==> src/rtl/fpm_consts.svh <==
`ifndef FPM_CONSTS_SVH
`define FPM_CONSTS_SVH
// Notes on behaviour
// - Controller data forwarded to 128 virtual inputs
// - Base unit virtual outputs presented as controller input
// - Each 32-bit group selectable, sets data width
// - Status bits 0-3 mirror error/notice lamps
// - Bit 5 shows data exchange with base unit
// - Table/segment request answered with fifteen bytes
// - Configure and start alone after reset
// - IP address by DHCP or unit name

// ****************************************************
// Process data layout
// ****************************************************
`define FPM_GRP_W        32
`define FPM_NGRP         4
`define FPM_GRP_BYTES    4
`define FPM_REQ_BYTES    2
`define FPM_RSP_BYTES    15

// ****************************************************
// Lamp status byte fields
// ****************************************************
`define FPM_LS_OUT_ERR   0
`define FPM_LS_IN_ERR    1
`define FPM_LS_GEN_ERR   2
`define FPM_LS_MAINT     3
`define FPM_LS_SAFE_RUN  4
`define FPM_LS_XCHG      5
`define FPM_LS_STD_RUN   6
`define FPM_LS_RESV      7
`define FPM_LS_RESET     8'h00

// ****************************************************
// Timing
// ****************************************************
`define FPM_CLK_NS       20
`define FPM_CFG_CYCLES   16
`define FPM_XCHG_HOLD_NS 10000000
`define FPM_XCHG_CYC     (`FPM_XCHG_HOLD_NS / `FPM_CLK_NS)
`endif

==> src/rtl/fpm_pkg.sv <==
package fpm_pkg;
   // Start-up sequencer
   typedef enum logic [1:0] {
      fpm_st_cfg    = 2'b00,
      fpm_st_ipwait = 2'b01,
      fpm_st_run    = 2'b10
   } fpm_state_t;

   // One segment of the payload table, fifteen bytes
   typedef logic [119:0] fpm_seg_t;
   // Table or segment number as carried in a poll
   typedef logic [7:0]   fpm_num_t;
endpackage

==> src/rtl/fpm_tbl_if.sv <==
`timescale 1ns/1ns
interface fpm_tbl_if;
   import fpm_pkg::*;
   logic     rd_req;
   fpm_num_t rd_table;
   fpm_num_t rd_seg;
   logic     rd_valid;
   fpm_seg_t rd_data;
   logic     wr_en;
   fpm_num_t wr_table;
   fpm_num_t wr_seg;
   fpm_seg_t wr_data;

   modport requester (output rd_req, rd_table, rd_seg, wr_en, wr_table,
                      wr_seg, wr_data, input rd_valid, rd_data);
   modport responder (input rd_req, rd_table, rd_seg, wr_en, wr_table,
                      wr_seg, wr_data, output rd_valid, rd_data);
endinterface

==> src/rtl/fpm_table.sv <==
`timescale 1ns/1ns
`include "fpm_consts.svh"
module fpm_table #(
   parameter int NTAB = 4,
   parameter int NSEG = 8
) (
   // Clock and reset
   input  wire logic ref_clk_i,
   input  wire logic nrst_i,
   // Table access
   fpm_tbl_if.responder tbl
);
   import fpm_pkg::*;

   localparam int DEPTH = NTAB * NSEG;

   initial begin
      if (NTAB < 1 || NTAB > 256 || NSEG < 1 || NSEG > 256)
         $error("fpm_table: table or segment count out of range");
   end

   fpm_seg_t mem_q [DEPTH];
   fpm_seg_t rd_data_q;
   logic     rd_valid_q;

   // Flat index; out-of-range numbers flagged
   function automatic logic in_range(input fpm_num_t t, input fpm_num_t s);
      return (32'(t) < NTAB) && (32'(s) < NSEG);
   endfunction

   function automatic int idx(input fpm_num_t t, input fpm_num_t s);
      return 32'(t) * NSEG + 32'(s);
   endfunction

   // Base unit fills the table; no reset, contents are data only
   always_ff @(posedge ref_clk_i) begin
      if (tbl.wr_en && in_range(tbl.wr_table, tbl.wr_seg)) begin
         mem_q[idx(tbl.wr_table, tbl.wr_seg)] <= tbl.wr_data;
      end
   end

   // One-cycle read; unknown segments answer with zeros
   always_ff @(posedge ref_clk_i) begin
      if (!nrst_i) begin
         rd_valid_q <= 1'b0;
         rd_data_q  <= '0;
      end else begin
         rd_valid_q <= tbl.rd_req;
         if (tbl.rd_req) begin
            rd_data_q <= in_range(tbl.rd_table, tbl.rd_seg) ?
                         mem_q[idx(tbl.rd_table, tbl.rd_seg)] : '0;
         end
      end
   end

   assign tbl.rd_valid = rd_valid_q;
   assign tbl.rd_data  = rd_data_q;
endmodule

==> src/rtl/fpm_top.sv <==
`timescale 1ns/1ns
`include "fpm_consts.svh"
module fpm_top #(
   parameter int NTAB     = 4,
   parameter int NSEG     = 8,
   parameter int XCHG_CYC = `FPM_XCHG_CYC
) (
   // Clock and reset
   input  wire logic              ref_clk_i,
   input  wire logic              nrst_i,
   // Start-up and addressing
   input  wire logic              ip_use_dhcp_i,
   input  wire logic              ip_valid_i,
   output logic                   ip_mode_dhcp_o,
   output logic                   running_o,
   // Controller process data
   input  wire logic [3:0]        grp_sel_i,
   input  wire logic              ctl_out_valid_i,
   input  wire logic [127:0]      ctl_out_data_i,
   output logic [127:0]           ctl_in_data_o,
   output logic [4:0]             ctl_in_bytes_o,
   // Base unit process data
   input  wire logic              bu_vout_valid_i,
   input  wire logic [127:0]      bu_vout_i,
   output logic                   bu_vin_valid_o,
   output logic [127:0]           bu_vin_o,
   // Base unit lamps and reset, asynchronous pins
   input  wire logic              output_error_lamp_i,
   input  wire logic              input_error_lamp_i,
   input  wire logic              general_error_lamp_i,
   input  wire logic              maint_notice_lamp_i,
   input  wire logic              safety_program_running_lamp_i,
   input  wire logic              standard_program_running_lamp_i,
   input  wire logic              has_std_program_i,
   input  wire logic              bu_reset_i,
   output logic [7:0]             base_unit_lamp_status_o,
   // Payload table poll
   input  wire logic              req_valid_i,
   input  wire fpm_pkg::fpm_num_t req_table_i,
   input  wire fpm_pkg::fpm_num_t req_seg_i,
   output logic                   rsp_valid_o,
   output fpm_pkg::fpm_seg_t      rsp_data_o,
   // Payload table fill by base unit
   input  wire logic              tbl_wr_i,
   input  wire fpm_pkg::fpm_num_t tbl_wr_table_i,
   input  wire fpm_pkg::fpm_num_t tbl_wr_seg_i,
   input  wire fpm_pkg::fpm_seg_t tbl_wr_data_i
);
   import fpm_pkg::*;

   localparam int A_CFG_MAX = `FPM_CFG_CYCLES + 1;

   initial begin
      if (XCHG_CYC < 1 || XCHG_CYC > 16777215)
         $error("fpm_top: XCHG_CYC out of range");
   end

   // ****************************************************
   // Pin synchronisers
   // ****************************************************
   logic [7:0] pin_raw;
   logic [7:0] s1_q, s2_q, s3_q, pin_q;

   assign pin_raw = {bu_reset_i, has_std_program_i,
                     standard_program_running_lamp_i,
                     safety_program_running_lamp_i, maint_notice_lamp_i,
                     general_error_lamp_i, input_error_lamp_i,
                     output_error_lamp_i};

   // Three stages; value accepted only once stages 2 and 3 agree
   always_ff @(posedge ref_clk_i) begin
      if (!nrst_i) begin
         s1_q  <= 8'h00;
         s2_q  <= 8'h00;
         s3_q  <= 8'h00;
         pin_q <= 8'h00;
      end else begin
         s1_q <= pin_raw;
         s2_q <= s1_q;
         s3_q <= s2_q;
         for (int b = 0; b < 8; b++) begin
            if (s2_q[b] == s3_q[b])
               pin_q[b] <= s3_q[b];
         end
      end
   end

   // ****************************************************
   // Start-up sequencer
   // ****************************************************
   fpm_state_t state_q;
   logic [4:0] cfg_cnt_q;
   logic       run;

   assign run       = (state_q == fpm_st_run);
   assign running_o = run;

   // Self-start after reset or base unit reset, no command needed
   always_ff @(posedge ref_clk_i) begin
      if (!nrst_i) begin
         state_q   <= fpm_st_cfg;
         cfg_cnt_q <= 5'h00;
      end else if (pin_q[7]) begin
         state_q   <= fpm_st_cfg;
         cfg_cnt_q <= 5'h00;
      end else begin
         case (state_q)
            fpm_st_cfg: begin
               cfg_cnt_q <= cfg_cnt_q + 5'h01;
               if (cfg_cnt_q == 5'(`FPM_CFG_CYCLES - 1))
                  state_q <= fpm_st_ipwait;
            end
            fpm_st_ipwait: begin
               // No exchange until an address is held
               if (ip_valid_i)
                  state_q <= fpm_st_run;
            end
            fpm_st_run: begin
               if (!ip_valid_i)
                  state_q <= fpm_st_ipwait;
            end
            default: state_q <= fpm_st_cfg;
         endcase
      end
   end

   // Address method strap, caught while configuring
   always_ff @(posedge ref_clk_i) begin
      if (!nrst_i)
         ip_mode_dhcp_o <= 1'b0;
      else if (state_q == fpm_st_cfg)
         ip_mode_dhcp_o <= ip_use_dhcp_i;
   end

   // ****************************************************
   // Process data
   // ****************************************************
   logic [3:0] sel_q;

   // Group mask, shared by both directions
   function automatic logic [127:0] grp_mask(input logic [3:0] sel);
      logic [127:0] m;
      m = '0;
      for (int g = 0; g < `FPM_NGRP; g++)
         m[g*`FPM_GRP_W +: `FPM_GRP_W] = {`FPM_GRP_W{sel[g]}};
      return m;
   endfunction

   // Selection taken once per cycle so both directions agree
   always_ff @(posedge ref_clk_i) begin
      if (!nrst_i)
         sel_q <= 4'h0;
      else
         sel_q <= grp_sel_i;
   end

   // Width in bytes follows the selected groups
   assign ctl_in_bytes_o = 5'(`FPM_GRP_BYTES * $countones(sel_q));

   // Controller output data to base unit virtual inputs
   always_ff @(posedge ref_clk_i) begin
      if (!nrst_i) begin
         bu_vin_o       <= '0;
         bu_vin_valid_o <= 1'b0;
      end else begin
         bu_vin_valid_o <= run && ctl_out_valid_i;
         if (run && ctl_out_valid_i)
            bu_vin_o <= ctl_out_data_i & grp_mask(sel_q);
      end
   end

   // Base unit virtual outputs to controller input data
   always_ff @(posedge ref_clk_i) begin
      if (!nrst_i)
         ctl_in_data_o <= '0;
      else if (run && bu_vout_valid_i)
         ctl_in_data_o <= bu_vout_i & grp_mask(sel_q);
   end

   // ****************************************************
   // Lamp status byte
   // ****************************************************
   logic [23:0] xchg_cnt_q;
   logic        xchg;

   assign xchg = run && (ctl_out_valid_i || bu_vout_valid_i);

   // Activity held so a slow poll still sees an exchange
   always_ff @(posedge ref_clk_i) begin
      if (!nrst_i)
         xchg_cnt_q <= 24'h000000;
      else if (xchg)
         xchg_cnt_q <= 24'(XCHG_CYC);
      else if (xchg_cnt_q != 24'h000000)
         xchg_cnt_q <= xchg_cnt_q - 24'h000001;
   end

   always_ff @(posedge ref_clk_i) begin
      if (!nrst_i) begin
         base_unit_lamp_status_o <= `FPM_LS_RESET;
      end else begin
         base_unit_lamp_status_o[`FPM_LS_OUT_ERR] <= pin_q[0];
         base_unit_lamp_status_o[`FPM_LS_IN_ERR]  <= pin_q[1];
         base_unit_lamp_status_o[`FPM_LS_GEN_ERR] <= pin_q[2];
         base_unit_lamp_status_o[`FPM_LS_MAINT]   <= pin_q[3];
         base_unit_lamp_status_o[`FPM_LS_SAFE_RUN] <= pin_q[4];
         // Base units without standard program never show it
         base_unit_lamp_status_o[`FPM_LS_STD_RUN] <=
            pin_q[5] & pin_q[6];
         base_unit_lamp_status_o[`FPM_LS_XCHG] <=
            xchg || (xchg_cnt_q != 24'h000000);
         base_unit_lamp_status_o[`FPM_LS_RESV] <= 1'b0;
      end
   end

   // ****************************************************
   // Payload table poll
   // ****************************************************
   fpm_tbl_if tbl ();

   assign tbl.rd_req   = run && req_valid_i;
   assign tbl.rd_table = req_table_i;
   assign tbl.rd_seg   = req_seg_i;
   assign tbl.wr_en    = tbl_wr_i;
   assign tbl.wr_table = tbl_wr_table_i;
   assign tbl.wr_seg   = tbl_wr_seg_i;
   assign tbl.wr_data  = tbl_wr_data_i;
   assign rsp_valid_o  = tbl.rd_valid;
   assign rsp_data_o   = tbl.rd_data;

   fpm_table #(
      .NTAB (NTAB),
      .NSEG (NSEG)
   ) u_table (
      .ref_clk_i (ref_clk_i),
      .nrst_i    (nrst_i),
      .tbl       (tbl)
   );
endmodule

==> config.mk <==
export PLATFORM = sky130hd
export DESIGN_NAME = fpm_top
export DESIGN_NICKNAME = d
export VERILOG_FILES = /design/src/rtl/fpm_pkg.sv /design/src/rtl/fpm_tbl_if.sv /design/src/rtl/fpm_table.sv /design/src/rtl/fpm_top.sv
export VERILOG_INCLUDE_DIRS = /design/src /design/src/rtl
export SDC_FILE = /design/constraint.sdc
export NUM_CORES = 2
export LEC_CHECK = 0
export ABC_CLOCK_PERIOD_IN_PS = 15200
export BUFFER_PORTS_ARGS = -buffer_cell sky130_fd_sc_hd__buf_2
export CAP_MARGIN = 20
export CORE_MARGIN = 1
export CORE_UTILIZATION = 40
export CTS_BUF_LIST = sky130_fd_sc_hd__clkbuf_16
export CTS_CLUSTER_SIZE = 12
export DETAILED_ROUTE_END_ITERATION = 16
export PLACE_DENSITY = 0.58
export SYNTH_ARGS = -nofsm -noshare
export SYNTH_HDL_FRONTEND = slang
export SYNTH_SLANG_ARGS = --single-unit
==> constraint.sdc <==
create_clock -name ref_clk_i -period 15.2 [get_ports ref_clk_i]
set_clock_uncertainty 0.15 [all_clocks]
set_input_delay 3.04 -clock ref_clk_i [delete_from_list [all_inputs] [get_ports ref_clk_i]]
set_output_delay 3.04 -clock ref_clk_i [all_outputs]
set_load 0.005 [all_outputs]
==> metrics.cfg <==
[pwr]
p_seq_frac=0.533
peakVddDrop_uv=105
p_leak_uw=0.0608
p_comb_frac=0.057
clkPwrFrac=0.410
p_switching_uw=5380
swShare=0.222
power_density_mw_per_mm2=131
p_int_uw=18800
p_total_uw=24200

[final_layout]
fin_area_mm2=0.185
final_common_cell=edfxtp_1
drive_gt1_frac=0.287
most-common-layout-cells=edfxtp_1, mux4_2, buf_2, nand2_1, dfxtp_1
area_delta_synth_final_pct=14.7
seqCellArea_mm2=0.124
multiInputGateArea_mm2=0.0352
fin_nets=9174
fillers=33600
fin_util=0.462

[logic_synthesis]
synth_ff_type=edfxtp_1
muxShareOfSynthArea=0.158
synth_area_per_cell_um2=20.8
synth_top_family_by_area=multiplexers
yosysWarnings=0
ys_async_sr_fraction=0
ys_seq_area_frac=0.771
synth_fa_ha_area_frac=0.000744
yosysTopAreaCell=edfxtp_1
ys_ff_latch=4293
syn_inst=7768
synthSimpleGateAreaFrac=0.0367
synth_edf_count=3840
syn_area_mm2=0.161
synth_area_leaders=edfxtp_1, mux4_2, dfxtp_1
yosysTopAreaCellShare=0.715
yosys.area_share.xor_xnor=0.00154
netlist-cell-type-count=50
synth_compound_area_frac=0.0189

[detailed_routing]
ant_nets=0
wl_met3_um=30900
drc=0
routed_wl_um=464000
topRoutingLayerUsed=met5
drt_iter0_drc=8598
wl_met1_um=183000
wl_met2_um=237000
num_vias=81700
firstDrtPassIters=6
vias_per_cell=5.68
wl_per_cell_um=32.2

[placed_design]
place_congestion=0.916
place_area_mm2=0.172
hpwl_um=260000
io_buffers=817

[job]
cap_violations=0

[status]
status=finished clean

[clock_tree]
cts.path.max_buffers=4
cts_resized=0
holdBufCountCts=0
htree_levels=5
post_cts_buffers=0
clk_pin_slew_ns=0.06
cts_made_buffers=442
cts.sink_count=4293
clkLatencyLatePin_ns=0.98
ctsRootBufferMaster=clkbuf_16
tritoncts=yes

[sta]
finalSetupViolations=0
slew_headroom=0.201
maxSlewViolCount=0
worst_slew_pin_slew_ns=1.20
finalSetupTns_ns=0
hold_slack_ns=0.288
hold_viol_final=0
max_freq_mhz=149
min_period_ns=6.69
finalCritPeriodShare=0.440
rsz0062_at_grt=no

[global_routing]
antenna_found_initial=86
grt_pass1_vias=83500
grt_max_degree=121
grt.overflow.total=0
grt_pass1_wl_um=649000
grtUsageTotal=0.224

[worst_setup_path]
critPathKind=in -> reg
rr_worst_depth=7
worst_setup_path_end_kind=register
start_kind=primary input
cp_data_required_time_ns=15.63
cp_max_fo=45
cp.arrival_ns=7.12

[die]
die_h_um=637
rows=232
initial_utilization=0.403
core_area_mm2=0.401
dieArea_mm2=0.406
ioPinCount=821
die_w_um=637

[hold_path]
hp-class=reg -> reg
worstHoldPathCells=1

==> cells in the mapped netlist (all sizes together) (14+ instances only) <==
| cell | n |
|---|---|
| a21boi | 145 |
| a22o | 128 |
| and2 | 38 |
| buf | 205 |
| clkbuf | 253 |
| dfxtp | 453 |
| edfxtp | 3840 |
| mux2i | 177 |
| mux4 | 1056 |
| nand2 | 650 |
| nand3 | 411 |
| nor2 | 61 |
| nor2b | 93 |
| o21ai | 127 |
| xor2 | 14 |
==> flip-flops by register name, summed over array words and instances (netlist names), 2 cells and up <==
signal	count
pin_q	8
s3_q	8
xchg_cnt_q	24
ctl_in_data_o	128
s1_q	8
state_q	2
bu_vin_o	128
cfg_cnt_q	5
u_table.mem_q	3840
base_unit_lamp_status_o	7
sel_q	4
u_table.tbl.rd_data	120
s2_q	8
==> power by group through the flow <==
stage               Sequential (uW)  Clock (uW)  Combinational, uW
global placement              13100           0               1370
CTS                           12900       10100               1410
global route                  12900       10500               1490
floorplan                     13100           0                850
detailed placement            13100           0               1400
finish                        12900        9930               1390
==> worst max-delay path, stage by stage <==
cell and delay (ns):
buf_2 0.12, nor4_1 0.34, nand3_1 0.31, nor2_1 0.20, nand2_1 0.43, nor2_4 0.96
buf_4 0.87, buf_4 0.68
==> path summary, 6_finish.rpt <==
kind | startpoint | endpoint | slack, ns
setup / recovery | tbl_wr_seg_i[4] | u_table.mem_q[23][11]$_DFFE_PP_ | 8.51
hold / removal | s1_q[1]$_SDFF_PN0_ | s2_q[1]$_SDFF_PN0_ | 0.29
setup reg to reg | state_q[1]$_SDFFE_PP0P_ | u_table.tbl.rd_data[37]$_SDFFE_PN0P_ | 11.16
hold reg to reg | s1_q[1]$_SDFF_PN0_ | s2_q[1]$_SDFF_PN0_ | 0.29
==> routing by layer <==
layer	vias up	GRT usage
met5	-	0
li1	33700	-
met1	44100	0.291
met3	695	0.0362
met2	3164	0.394
met4	20	0.0544
==> cell families (layout without fill, tap and decap cells) <==
| family | after synthesis | in the layout |
|---|---|---|
| compound gates | 429 | 429 |
| mux | 1233 | 1233 |
| xor+xnor | 25 | 25 |
| buf+inv | 471 | 1800 |
| fa+ha+maj | 9 | 9 |
| flops | 4293 | 4293 |
| other cells | 1 | 28 |
| simple gates | 1307 | 1307 |
==> area by class of cell <==
type                            count  area share
Antenna cell                       25    0.000338
Multi-Input combinational cell   3006       0.190
Clock inverter                    358      0.0105
Timing Repair Buffer              981      0.0307
Clock buffer                      448      0.0605
Inverter                           13    0.000264
Sequential cell                  4293       0.672
Tap cell                         5265      0.0356
==> through the flow <==
step / cells / setup slack, ns
2_1_floorplan: 7770 / 5.49
3_3_place_gp: 13600 / 7.40
3_5_place_dp: 13600 / 7.46
4_1_cts: 14400 / 8.53
5_1_grt: 14400 / 8.30
6_report: 14400 / 8.51
No activity file was read; power rests on OpenSTA's default activity.
